**config.mk**
```make
export PLATFORM = sky130hd
export DESIGN_NAME = tss_supervisor
export DESIGN_NICKNAME = d
export VERILOG_FILES = /design/src/hw/tss_pkg.sv /design/src/hw/tss_sync.sv /design/src/hw/tss_clk_monitor.sv /design/src/hw/tss_supervisor.sv
export SDC_FILE = /design/constraint.sdc
export NUM_CORES = 1
export LEC_CHECK = 0
export ABC_CLOCK_PERIOD_IN_PS = 3500
export BUFFER_PORTS_ARGS = -buffer_cell sky130_fd_sc_hd__buf_2
export CORE_MARGIN = 2
export CORE_UTILIZATION = 49
export DETAILED_ROUTE_END_ITERATION = 10
export PLACE_DENSITY = 0.74
export SKIP_LAST_GASP = 1
export SYNTH_ARGS = -nofsm -noshare
export SYNTH_HDL_FRONTEND = slang
export SYNTH_HIERARCHICAL = 1
export SYNTH_SLANG_ARGS = --single-unit
```
**constraint.sdc**
```tcl
create_clock -name clk -period 3.5 [get_ports clk]
set_input_delay 0.35 -clock clk [delete_from_list [all_inputs] [get_ports clk]]
set_output_delay 0.35 -clock clk [all_outputs]
set_load 0.01 [all_outputs]
```
**src/hw/tss_pkg.sv**
```systemverilog
// Package with register map, field positions and timing constants for the supervisor.
package tss_pkg;

    // ************************************************************
    // Register offsets (byte addresses, one 32-bit word each)
    // ************************************************************
    localparam logic [3:0] TSS_OFF_CTRL   = 4'h0;
    localparam logic [3:0] TSS_OFF_STATUS = 4'h4;
    localparam logic [3:0] TSS_OFF_IRQ    = 4'h8;
    localparam logic [3:0] TSS_OFF_MASK   = 4'hC;

    // ************************************************************
    // Control register fields
    // ************************************************************
    localparam int TSS_CTRL_LIMIT_SEL = 0;
    localparam int TSS_CTRL_LOW_SUP   = 1;
    localparam int TSS_CTRL_FAILSAFE  = 2;
    localparam int TSS_CTRL_SLOPE_LSB = 3;
    localparam int TSS_CTRL_CHOPPER_OFF_TIME_LSB  = 5;
    localparam int TSS_CTRL_SCALE_LSB = 9;
    localparam logic [31:0] TSS_CTRL_RESET = 32'h0000_0000;
    localparam logic [31:0] TSS_CTRL_WMASK = 32'h0000_3FFF;

    // ************************************************************
    // Status register fields
    // ************************************************************
    localparam int TSS_ST_WARN      = 0;
    localparam int TSS_ST_SHUT      = 1;
    localparam int TSS_ST_STILL     = 2;
    localparam int TSS_ST_EXT_CLK   = 3;
    localparam int TSS_ST_CLK_FAIL  = 4;
    localparam int TSS_ST_DRV_EN    = 5;
    localparam int TSS_ST_SCALE_LSB = 8;

    // ************************************************************
    // Interrupt status bits
    // ************************************************************
    localparam int TSS_IRQ_WARN  = 0;
    localparam int TSS_IRQ_SHUT  = 1;
    localparam int TSS_IRQ_STILL = 2;
    localparam int TSS_IRQ_FAIL  = 3;
    localparam int TSS_IRQ_W     = 4;

    // ************************************************************
    // Slope modes with temperature compensation (codes 2 and 3)
    // ************************************************************
    localparam logic [1:0] TSS_SLOPE_COMP_MIN = 2'h2;

    // ************************************************************
    // Timing
    // ************************************************************
    localparam int TSS_STILL_CYCLES = 1048576;  // Two to the twentieth clocks.
    localparam int TSS_FAIL_MIN     = 32;
    localparam int TSS_FAIL_MAX     = 48;
    localparam int TSS_FAIL_CYCLES  = 40;       // Inside the 32 to 48 window.
    localparam int TSS_FAIL_W       = 6;

endpackage

```
**src/hw/tss_sync.sv**
```systemverilog
// Two-flop synchroniser for one asynchronous level.
`timescale 1ns/10ps
module tss_sync
    import tss_pkg::*;
(
    // Clock and reset
    input  wire logic clk,
    input  wire logic rst_b,
    // Data
    input  wire logic d,
    output logic      q
);
    logic meta_reg;
    logic meta_next;
    logic q_next;

    always_comb begin
        meta_next = d;
        q_next    = meta_reg;
    end

    always_ff @(posedge clk or negedge rst_b) begin
        if (!rst_b) begin
            meta_reg <= 1'b0;
            q        <= 1'b0;
        end else begin
            meta_reg <= meta_next;
            q        <= q_next;
        end
    end
endmodule

```
**src/hw/tss_clk_monitor.sv**
```systemverilog
// External clock detection and fail-safe fallback monitor.
`timescale 1ns/10ps
module tss_clk_monitor
    import tss_pkg::*;
(
    // Clock and reset
    input  wire logic clk,
    input  wire logic rst_b,
    input  wire logic ce,
    // Control
    input  wire logic failsafe_en,
    // Synchronised external clock level
    input  wire logic ext_clk_s,
    // Status
    output logic      ext_sel,
    output logic      logic_run,
    output logic      fail_pulse
);
    logic                  prev_reg;
    logic                  prev_next;
    logic                  sel_next;
    logic                  run_next;
    logic                  fail_next;
    logic [TSS_FAIL_W-1:0] cnt_reg;
    logic [TSS_FAIL_W-1:0] cnt_next;
    logic                  edge_seen;

    always_comb begin
        edge_seen = ext_clk_s != prev_reg;
        prev_next = ext_clk_s;
        sel_next  = ext_sel;
        run_next  = logic_run;
        cnt_next  = cnt_reg;
        fail_next = 1'b0;
        if (!ext_sel) begin
            run_next = 1'b1;
            cnt_next = '0;
            if (ext_clk_s) begin
                sel_next = 1'b1;
            end
        end else if (edge_seen) begin
            cnt_next = '0;
            run_next = 1'b1;
        end else if (cnt_reg != TSS_FAIL_W'(TSS_FAIL_CYCLES)) begin
            cnt_next = cnt_reg + 1'b1;
        end else if (failsafe_en) begin
            sel_next  = 1'b0;
            fail_next = 1'b1;
            cnt_next  = '0;
        end else begin
            run_next = 1'b0;
        end
    end

    always_ff @(posedge clk or negedge rst_b) begin
        if (!rst_b) begin
            prev_reg   <= 1'b0;
            ext_sel    <= 1'b0;
            logic_run  <= 1'b1;
            cnt_reg    <= '0;
            fail_pulse <= 1'b0;
        end else if (ce) begin
            prev_reg   <= prev_next;
            ext_sel    <= sel_next;
            logic_run  <= run_next;
            cnt_reg    <= cnt_next;
            fail_pulse <= fail_next;
        end
    end
endmodule

```
**src/hw/tss_supervisor.sv**
```systemverilog
// Thermal, supply and clock supervisor with Avalon-MM register access.
//
// The Avalon-MM slave port and the placing of the registers were left to the implementer.
`timescale 1ns/10ps
module tss_supervisor
    import tss_pkg::*;
#(
    parameter int STILL_CYCLES = TSS_STILL_CYCLES
)
(
    // Clock, reset, enable
    input  wire logic        clk,
    input  wire logic        rst_b,
    input  wire logic        ce,
    // Supply monitor and detector pins
    input  wire logic        undervoltage_b,
    input  wire logic        temp_ge_warn,
    input  wire logic        temp_ge_release,
    input  wire logic        temp_ge_reduced,
    input  wire logic        temp_ge_high,
    input  wire logic        driver_disable_pin,
    input  wire logic        ext_clk_level,
    input  wire logic        step_pulse,
    input  wire logic        high_side_short,
    // Avalon-MM slave
    input  wire logic [3:0]  avs_address,
    input  wire logic        avs_read,
    input  wire logic        avs_write,
    input  wire logic [31:0] avs_writedata,
    input  wire logic [3:0]  avs_byteenable,
    output logic [31:0]      avs_readdata,
    output logic             avs_waitrequest,
    // Driver controls
    output logic             driver_enable,
    output logic [2:0]       gate_current_step,
    output logic             uv_level_low,
    output logic             resonance_damp_en,
    output logic             low_side_detect_en,
    output logic             short_sense_high,
    output logic             high_side_short_off,
    output logic             ext_clk_selected,
    output logic             irq
);
    // ************************************************************
    // Reset and pin synchronisation
    // ************************************************************
    // Undervoltage is just another source of the asynchronous reset.
    logic rst_int_b;
    assign rst_int_b = rst_b & undervoltage_b;

    logic warn_s;
    logic rel_s;
    logic red_s;
    logic high_s;
    logic dis_s;
    logic ext_s;
    logic step_s;

    tss_sync u_s_warn (.clk(clk), .rst_b(rst_int_b), .d(temp_ge_warn),       .q(warn_s));
    tss_sync u_s_rel  (.clk(clk), .rst_b(rst_int_b), .d(temp_ge_release),    .q(rel_s));
    tss_sync u_s_red  (.clk(clk), .rst_b(rst_int_b), .d(temp_ge_reduced),    .q(red_s));
    tss_sync u_s_high (.clk(clk), .rst_b(rst_int_b), .d(temp_ge_high),       .q(high_s));
    tss_sync u_s_dis  (.clk(clk), .rst_b(rst_int_b), .d(driver_disable_pin), .q(dis_s));
    tss_sync u_s_ext  (.clk(clk), .rst_b(rst_int_b), .d(ext_clk_level),      .q(ext_s));
    tss_sync u_s_step (.clk(clk), .rst_b(rst_int_b), .d(step_pulse),         .q(step_s));

    // ************************************************************
    // Registers
    // ************************************************************
    logic [31:0]         ctrl_reg;
    logic [31:0]         ctrl_next;
    logic [TSS_IRQ_W-1:0] irq_reg;
    logic [TSS_IRQ_W-1:0] irq_next;
    logic [TSS_IRQ_W-1:0] mask_reg;
    logic [TSS_IRQ_W-1:0] mask_next;
    logic [31:0]         rdata_next;
    logic                shut_reg;
    logic                shut_next;
    logic [20:0]         still_cnt_reg;
    logic [20:0]         still_cnt_next;
    logic                still_reg;
    logic                still_next;
    logic                step_prev_reg;
    logic                warn_prev_reg;
    logic                shut_prev_reg;
    logic                still_prev_reg;
    logic                rd_ack_reg;
    logic                rd_ack_next;

    logic       limit_sel;
    logic       failsafe_en;
    logic [1:0] slope_mode;
    logic [3:0] off_time;
    logic [4:0] cur_scale;
    logic       over_limit;
    logic       logic_run;
    logic       fail_pulse;
    logic       ext_sel;
    logic       run_ce;
    logic       wr_hit;
    logic       rd_hit;
    logic [TSS_IRQ_W-1:0] events;

    assign limit_sel   = ctrl_reg[TSS_CTRL_LIMIT_SEL];
    assign failsafe_en = ctrl_reg[TSS_CTRL_FAILSAFE];
    assign slope_mode  = ctrl_reg[TSS_CTRL_SLOPE_LSB +: 2];
    assign off_time    = ctrl_reg[TSS_CTRL_CHOPPER_OFF_TIME_LSB +: 4];
    assign cur_scale   = ctrl_reg[TSS_CTRL_SCALE_LSB +: 5];

    // A stopped external clock with fail-safe off freezes the logic.
    assign run_ce = ce & logic_run;

    tss_clk_monitor u_clkmon (
        .clk         (clk),
        .rst_b       (rst_int_b),
        .ce          (ce),
        .failsafe_en (failsafe_en),
        .ext_clk_s   (ext_s),
        .ext_sel     (ext_sel),
        .logic_run   (logic_run),
        .fail_pulse  (fail_pulse)
    );

    // Applies byte enables to a write of a 32-bit word.
    function automatic logic [31:0] be_merge(input logic [31:0] old_v,
                                             input logic [31:0] new_v,
                                             input logic [3:0]  be);
        logic [31:0] r;
        r = old_v;
        for (int i = 0; i < 4; i++) begin
            if (be[i]) begin
                r[i*8 +: 8] = new_v[i*8 +: 8];
            end
        end
        return r;
    endfunction

    // ************************************************************
    // Thermal and standstill logic
    // ************************************************************
    always_comb begin
        over_limit = limit_sel ? red_s : high_s;
        shut_next  = shut_reg;
        if (over_limit) begin
            shut_next = 1'b1;
        end else if (!rel_s) begin
            shut_next = 1'b0;
        end
        still_cnt_next = still_cnt_reg;
        still_next     = still_reg;
        if (step_s && !step_prev_reg) begin
            still_cnt_next = '0;
            still_next     = 1'b0;
        end else if (still_cnt_reg != 21'(STILL_CYCLES)) begin
            still_cnt_next = still_cnt_reg + 21'h00_0001;
        end else begin
            still_next = 1'b1;
        end
    end

    // ************************************************************
    // Bus and interrupt registers
    // ************************************************************
    // One wait state per read lets the registered data stand when waitrequest drops.
    assign avs_waitrequest = avs_read & ~rd_ack_reg;
    assign wr_hit = avs_write;
    assign rd_hit = avs_read & ~rd_ack_reg;

    assign events = {fail_pulse, still_reg & ~still_prev_reg,
                     shut_reg & ~shut_prev_reg, warn_s & ~warn_prev_reg};

    always_comb begin
        ctrl_next  = ctrl_reg;
        mask_next  = mask_reg;
        irq_next   = irq_reg;
        rdata_next = 32'h0000_0000;
        rd_ack_next = rd_hit;
        if (wr_hit) begin
            case (avs_address)
                TSS_OFF_CTRL: begin
                    ctrl_next = be_merge(ctrl_reg, avs_writedata, avs_byteenable)
                                & TSS_CTRL_WMASK;
                end
                TSS_OFF_IRQ: begin
                    if (avs_byteenable[0]) begin
                        irq_next = irq_reg & ~avs_writedata[TSS_IRQ_W-1:0];
                    end
                end
                TSS_OFF_MASK: begin
                    if (avs_byteenable[0]) begin
                        mask_next = avs_writedata[TSS_IRQ_W-1:0];
                    end
                end
                default: begin
                end
            endcase
        end
        // New events win over a clear in the same cycle.
        irq_next = irq_next | events;
        if (rd_hit) begin
            case (avs_address)
                TSS_OFF_CTRL:   rdata_next = ctrl_reg;
                TSS_OFF_STATUS: begin
                    rdata_next[TSS_ST_WARN]     = warn_s;
                    rdata_next[TSS_ST_SHUT]     = shut_reg;
                    rdata_next[TSS_ST_STILL]    = still_reg;
                    rdata_next[TSS_ST_EXT_CLK]  = ext_sel;
                    rdata_next[TSS_ST_CLK_FAIL] = irq_reg[TSS_IRQ_FAIL];
                    rdata_next[TSS_ST_DRV_EN]   = driver_enable;
                    rdata_next[TSS_ST_SCALE_LSB +: 5] = cur_scale;
                end
                TSS_OFF_IRQ:    rdata_next[TSS_IRQ_W-1:0] = irq_reg;
                TSS_OFF_MASK:   rdata_next[TSS_IRQ_W-1:0] = mask_reg;
                default:        rdata_next = 32'h0000_0000;
            endcase
        end
    end

    always_ff @(posedge clk or negedge rst_int_b) begin
        if (!rst_int_b) begin
            ctrl_reg       <= TSS_CTRL_RESET;
            mask_reg       <= '0;
            irq_reg        <= '0;
            avs_readdata   <= 32'h0000_0000;
            shut_reg       <= 1'b0;
            still_cnt_reg  <= '0;
            still_reg      <= 1'b0;
            step_prev_reg  <= 1'b0;
            warn_prev_reg  <= 1'b0;
            shut_prev_reg  <= 1'b0;
            still_prev_reg <= 1'b0;
            rd_ack_reg     <= 1'b0;
        end else if (run_ce) begin
            ctrl_reg       <= ctrl_next;
            mask_reg       <= mask_next;
            irq_reg        <= irq_next;
            avs_readdata   <= rdata_next;
            shut_reg       <= shut_next;
            still_cnt_reg  <= still_cnt_next;
            still_reg      <= still_next;
            step_prev_reg  <= step_s;
            warn_prev_reg  <= warn_s;
            shut_prev_reg  <= shut_reg;
            still_prev_reg <= still_reg;
            rd_ack_reg     <= rd_ack_next;
        end
    end

    // ************************************************************
    // Driver outputs
    // ************************************************************
    // The driver is also off while the logic is frozen by a lost clock.
    assign driver_enable = rst_int_b & logic_run & ~shut_reg
                           & ~dis_s & (off_time != 4'h0);
    assign gate_current_step = {1'b0, slope_mode}
                               + ((slope_mode >= TSS_SLOPE_COMP_MIN && warn_s)
                                  ? 3'h1 : 3'h0);
    assign uv_level_low       = ctrl_reg[TSS_CTRL_LOW_SUP];
    assign resonance_damp_en  = ctrl_reg[TSS_CTRL_LOW_SUP];
    assign low_side_detect_en = failsafe_en;
    assign short_sense_high   = failsafe_en;
    // The short detector is combinational so it acts with no clock.
    assign high_side_short_off = high_side_short;
    assign ext_clk_selected   = ext_sel;
    assign irq = |(irq_reg & mask_reg);
endmodule

```
==> results.json, run 1 <==
{
  "status": "complete, no violations",
  "rsz0062_at_grt": "false",
  "max_slew_margin_pct": 54.5,
  "cts.reportedPaths.clkPinSlew_ns": 0.09,
  "synthMuxAreaShare_pct": 8.97,
  "vias": 2976,
  "path_class": "reg -> reg",
  "cts_buffers": 9,
  "synth_cell_types": 60,
  "syn2layout_area_growth_pct": 11.6,
  "syn_avg_cell_area_um2": 11.3,
  "synth_compound_area_share_pct": 11.1,
  "worstReg2RegStart": "u_clkmon/logic_run",
  "synth_area_mm2": 0.00421,
  "final_util_pct": 56.9,
  "max_slew.worst_pin.slew_ns": 0.679,
  "core.rowCount": 33,
  "fillerInstances": 710,
  "setup_tns_ns": 0,
  "fin_skew_ns": 0.00794,
  "required_ns": 3.74,
  "cts.path.max_buffers": 2,
  "detail_route.wl_per_cell_um": 15.1,
  "clk_latency_ns": 0.35,
  "p_sw_share_pct": 27.7,
  "synth_simple_gate_area_share_pct": 17.4,
  "powerDensity_mw_per_mm2": 467,
  "internal-power_mw": 1.59,
  "htree_levels": 3,
  "nets": 489,
  "dieArea_mm2": 0.00935,
  "routed-wl-met3_um": 379,
  "p_sw_mw": 0.607,
  "remaining_drc_errors": 0,
  "grtUsageTotal_pct": 17.8,
  "p_clk_share_pct": 32.7,
  "path_buf_inv": 0,
  "firstDrtPassIters": 6,
  "cts_sinks": 88,
  "met1Wirelength_um": 3640,
  "setup_viol": 0,
  "fin_crit_ns": 2.05,
  "slowest_stage": "or3_1",
  "cts_setup_buffers": 0,
  "hold_path.class": "in -> async",
  "synth_edf_count": 0,
  "routabilityCongestion": 0.816,
  "ys_seq_elements": 88,
  "ys.warnings.count": 6,
  "arrival_ns": 2.29,
  "largest_reg_flops": 21,
  "wl_met2_um": 3950,
  "die_x_um": 96.7,
  "maxSlewViolCount": 0,
  "p_total_mw": 2.19,
  "ios": 98,
  "path_max_fanout": 14,
  "top_layer": "met4",
  "grt_pass1_wl_um": 13600,
  "synth_top_family_by_area": "simple AND/OR/NAND/NOR gates",
  "crit_family": "simple AND/OR/NAND/NOR gates",
  "leakage_nw": 2.30,
  "hold_buffers": 0,
  "startpoint": "u_clkmon/logic_run",
  "synth_fa_ha_area_share_pct": 1.78,
  "clock.fmax_ghz": 0.487,
  "grt_pass1_vias": 2839,
  "cts_tree": "done",
  "hpwl_um": 5810,
  "ctsResizeCount": 0,
  "syn_inst": 373,
  "r2r_slack_ns": 1.45,
  "drt_iter0_drc": 168,
  "port_buffers": 57,
  "overflow": 0,
  "timing.final.crit_share_pct": 58.6,
  "drt_wl_total_um": 8150,
  "viasPerCell": 5.52,
  "max_stage_delay_ns": 0.66,
  "startpoint_type": "register",
  "initial_core_util_pct": 51.0,
  "cts_root_buf": "clkbuf_8",
  "synthArstFlopShare_pct": 100,
  "grt_max_degree": 53,
  "cp-end-kind": "register",
  "combPwrFrac_pct": 13.8,
  "ant_nets": 0,
  "drive_gt1_share_pct": 25.8,
  "seq_power_share_pct": 53.5,
  "max_cap_viol_count": 0,
  "cp_cell_sequence": "nand2_1, or3_1, mux2_4",
  "hold_viol": 0,
  "core-area_mm2": 0.00826,
  "yosysSeqAreaShare_pct": 52.3,
  "synth_flop_cell": "dfrtp_1",
  "fp.dieH_um": 96.7,
  "diodes": 0,
  "antenna_found_initial": 0,
  "peakVddDrop_uv": 281,
  "synth-xor-area-share_pct": 1.46
}
-- per-stage QoR --
step                area [um2]  setup slack (ns)  hold WS [ns]  instances
floorplan                 4280            0.0292         0.331        390
global placement          4500              1.35         0.333        523
detailed placement        4500              1.34         0.337        523
CTS                       4700              1.44        0.0833        539
global route              4700              1.40        0.0766        539
finish                    4700              1.45        0.0742        539
-- cell type report --
| type | count | area (um2) | area share, % |
|---|---|---|---|
| tap | 105 | 131 | 2.79 |
| sequential | 88 | 2200 | 46.9 |
| inverter | 16 | 60.1 | 1.28 |
| clock buffer | 10 | 138 | 2.93 |
| multi-input combinational | 253 | 1790 | 38.0 |
| timing repair buffer | 61 | 315 | 6.71 |
| clock inverter | 6 | 67.6 | 1.44 |
-- layout by cell type, fill, tap and decap left out, types with 3 or more instances in the layout --
master,synthesis,routed
dfrtp_1,87,87
buf_2,3,57
nand2_1,36,36
o21ai_0,24,24
conb_1,1,18
inv_1,16,16
nor2_1,13,13
nand3_1,13,13
mux2_2,13,13
a21oi_1,12,12
and2_1,12,11
or3_1,10,10
clkbuf_8,0,10
a22o_1,7,7
a221o_1,7,7
mux2_4,6,6
ha_1,6,6
and3_1,5,5
xor2_1,5,5
nor4_1,4,4
nand4_1,4,4
o31ai_1,4,4
mux2i_1,4,4
mux4_2,4,4
buf_4,21,4
nand2b_1,3,3
and4_1,3,3
a32o_1,3,3
-- cell usage after synthesis, types with 5 or more instances --
cell type	instances	area, um2
mux2_2	13	146
xor2_1	5	43.8
clkbuf_1	6	22.5
buf_4	21	158
a221o_1	7	70.1
nor2_1	13	48.8
a21oi_1	12	60.1
or3_1	10	62.6
dfrtp_1	87	2180
ha_1	6	75.1
nand2_1	36	135
and3_1	5	31.3
nand3_1	13	65.1
a22o_1	7	61.3
o21ai_0	24	120
and2_1	12	75.1
mux2_4	6	90.1
inv_1	16	60.1
-- final timing paths --
check / end / cells past startpoint
max reg2reg: ctrl_reg[9] / 3
min reg2reg: u_s_warn/q / 0
max in group asynchronous: avs_readdata[7] / 3
min: u_s_dis/meta_reg / 2
min in group clk: u_s_high/meta_reg / 1
max: ctrl_reg[9] / 3
-- per-layer routing --
layer / global-route usage, % / up-vias
li1: - / 1406
met1: 24.1 / 1467
met2: 28.5 / 86
met3: 3.11 / 17
met4: 7.69 / 0
met5: 0 / -
-- power groups by stage --
stage | clock network (mW) | logic, mW | registers, mW
2_1_floorplan | 0 | 0.237 | 1.17
3_3_place_gp | 0 | 0.292 | 1.19
3_5_place_dp | 0 | 0.306 | 1.19
4_1_cts | 0.734 | 0.307 | 1.17
5_1_grt | 0.785 | 0.336 | 1.19
6_report | 0.717 | 0.304 | 1.17
-- cells by family after synthesis --
group           count (synthesis)
compound gates                 69
mux                            28
flops                          88
buf+inv                        49
fa+ha+maj                       6
other cells                     1
xor+xnor                        7
simple gates                  125
(Power assumes the default switching activity.)
==> run 2, diff against run 1 <==
--- a/config.mk
+++ b/config.mk
@@ -5,12 +5,12 @@
 export SDC_FILE = /design/constraint.sdc
 export NUM_CORES = 1
 export LEC_CHECK = 0
-export ABC_CLOCK_PERIOD_IN_PS = 3500
+export ABC_CLOCK_PERIOD_IN_PS = 2100
 export BUFFER_PORTS_ARGS = -buffer_cell sky130_fd_sc_hd__buf_2
 export CORE_MARGIN = 2
-export CORE_UTILIZATION = 49
+export CORE_UTILIZATION = 54
 export DETAILED_ROUTE_END_ITERATION = 10
-export PLACE_DENSITY = 0.74
+export PLACE_DENSITY = 0.77
 export SKIP_LAST_GASP = 1
 export SYNTH_ARGS = -nofsm -noshare
 export SYNTH_HDL_FRONTEND = slang
==> constraint.sdc (replaced) <==
create_clock -name clk -period 2.1 [get_ports clk]
set_input_delay 0.21 -clock clk [delete_from_list [all_inputs] [get_ports clk]]
set_output_delay 0.21 -clock clk [all_outputs]
set_load 0.01 [all_outputs]
==> results.json, run 2 (synthesis gave the netlist of run 1 again) <==
{
  "fin_ws_ns": 0.206,
  "ios": 98,
  "timing.final.crit_share_pct": 90.2,
  "setup_tns_ns": 0,
  "arrival_ns": 2.19,
  "place_area_mm2": 0.00453,
  "routabilityCongestion": 0.790,
  "cts_sinks": 88,
  "stdcell_count": 546,
  "cts_tree": "done",
  "rsz0062_at_grt": "false",
  "port_buffers": 57,
  "postLayoutCellArea_mm2": 0.00483,
  "dieArea_mm2": 0.00852,
  "max_stage_delay_ns": 0.61,
  "grtUsageTotal_pct": 21.9,
  "cts_buffers": 9,
  "drt_wl_total_um": 8540,
  "firstDrtPassIters": 5,
  "grt_pass1_vias": 3123,
  "syn2layout_area_growth_pct": 14.6,
  "whs_ns": 0.0400,
  "startpoint_type": "register",
  "cp-end-kind": "register",
  "antenna_found_initial": 0,
  "setup_viol": 0,
  "fp.dieH_um": 92.3,
  "cts.reportedPaths.clkPinSlew_ns": 0.09,
  "required_ns": 2.39,
  "hold_path.class": "in -> async",
  "clock.fmax_ghz": 0.528,
  "r2r_slack_ns": 0.21,
  "grt_max_degree": 89,
  "crit_family": "simple AND/OR/NAND/NOR gates",
  "place_ws_ns": 0.250,
  "ant_nets": 0,
  "cts_setup_buffers": 0,
  "core-area_mm2": 0.00765,
  "ctsResizeCount": 0,
  "layout_common_cells": "87 x dfrtp_1, 57 x buf_2, 36 x nand2_1, 24 x o21ai_0, 18 x conb_1",
  "hpwl_um": 5790,
  "dpl.cell_count": 523,
  "grt_pass1_wl_um": 14700,
  "path_class": "reg -> reg",
  "fin_crit_ns": 1.89,
  "slowest_stage": "dfstp_2",
  "overflow": 0,
  "viasPerCell": 5.51,
  "max_slew.worst_pin.slew_ns": 0.559,
  "nets": 499,
  "fillerInstances": 614,
  "leakage_nw": 2.36,
  "fin_skew_ns": 0.00870,
  "largest_reg_flops": 21,
  "max_cap_viol_count": 0,
  "clk_latency_ns": 0.36,
  "cts_root_buf": "clkbuf_8",
  "remaining_drc_errors": 0,
  "path_max_fanout": 7,
  "cp_cell_sequence": "and2_1, nand3_1, nor3b_2, a221o_1",
  "detail_route.wl_per_cell_um": 15.6,
  "die_x_um": 92.3,
  "htree_levels": 3,
  "drive_gt1_share_pct": 25.7,
  "hold_viol": 0,
  "cts.path.max_buffers": 2,
  "max_slew_margin_pct": 62.6,
  "hold_buffers": 7,
  "vias": 3007,
  "path_buf_inv": 0,
  "final_common_cell": "dfrtp_1",
  "diodes": 0,
  "core.rowCount": 32,
  "powerDensity_mw_per_mm2": 790,
  "drt_iter0_drc": 196,
  "initial_core_util_pct": 55.1,
  "status": "complete, no violations",
  "peakVddDrop_uv": 542,
  "maxSlewViolCount": 0
}
## run 2: changes by cell type in the layout (fill, tap and decap cells not counted), sizes merged
| cell | before | now |
|---|---|---|
| bufinv | 1 | 2 |
| inv | 17 | 16 |
| clkbuf | 10 | 12 |
| dlygate4sd3 | 0 | 7 |
| clkinv | 2 | 1 |
| buf | 61 | 64 |
| clkinvlp | 2 | 1 |
## run 2: routing by layer
| metal | share of wire (%) | up-vias | global-route usage (%) |
|---|---|---|---|
| met5 | 0 | - | 0 |
| met4 | 1.2 | 0 | 7.71 |
| met3 | 4.5 | 8 | 5.21 |
| met2 | 50 | 78 | 36.5 |
| met1 | 44 | 1492 | 28.2 |
| li1 | - | 1429 | - |
## run 2: path summary, 6_finish.rpt
check	startpoint	end	cells after the start
setup reg to reg	u_clkmon/logic_run	avs_readdata[9]	4
setup / recovery	u_clkmon/logic_run	avs_readdata[9]	4
max in group asynchronous	rst_b	u_clkmon/logic_run	3
hold / removal	undervoltage_b	avs_readdata[13]	3
hold reg to reg	u_s_step/meta_reg	u_s_step/q	0
min in group clk	avs_writedata[9]	ctrl_reg[9]	2
## run 2: where the power goes
part           internal (mW)  switching, mW  total, mW  leakage [nW]
clock                  0.738          0.589       1.33         0.113
sequential              1.83          0.128       1.95          1.16
combinational          0.247          0.284      0.531          1.09
## run 2: worst reg2reg max path, stage by stage (launching register included)
cell     delay, ns
dfstp_2       0.61
and2_1        0.16
nand3_1       0.23
nor3b_2       0.57
a221o_1       0.26
## run 2: cell type report
| cell class | count | area (um2) | share of cell area, % |
|---|---|---|---|
| clock inverters | 4 | 76.3 | 1.58 |
| well taps | 102 | 128 | 2.64 |
| multi-input cells | 253 | 1790 | 37.0 |
| clock buffers | 12 | 155 | 3.21 |
| repair buffers | 71 | 420 | 8.71 |
| flip-flops and latches | 88 | 2200 | 45.6 |
| inverters | 16 | 60.1 | 1.24 |
## run 2: per-stage QoR
step	total power, mW	util, %
floorplan	2.35	-
global placement	2.47	59.2
detailed placement	2.50	59.2
CTS	3.84	63.1
global route	4.00	63.1
finish	3.81	63.1
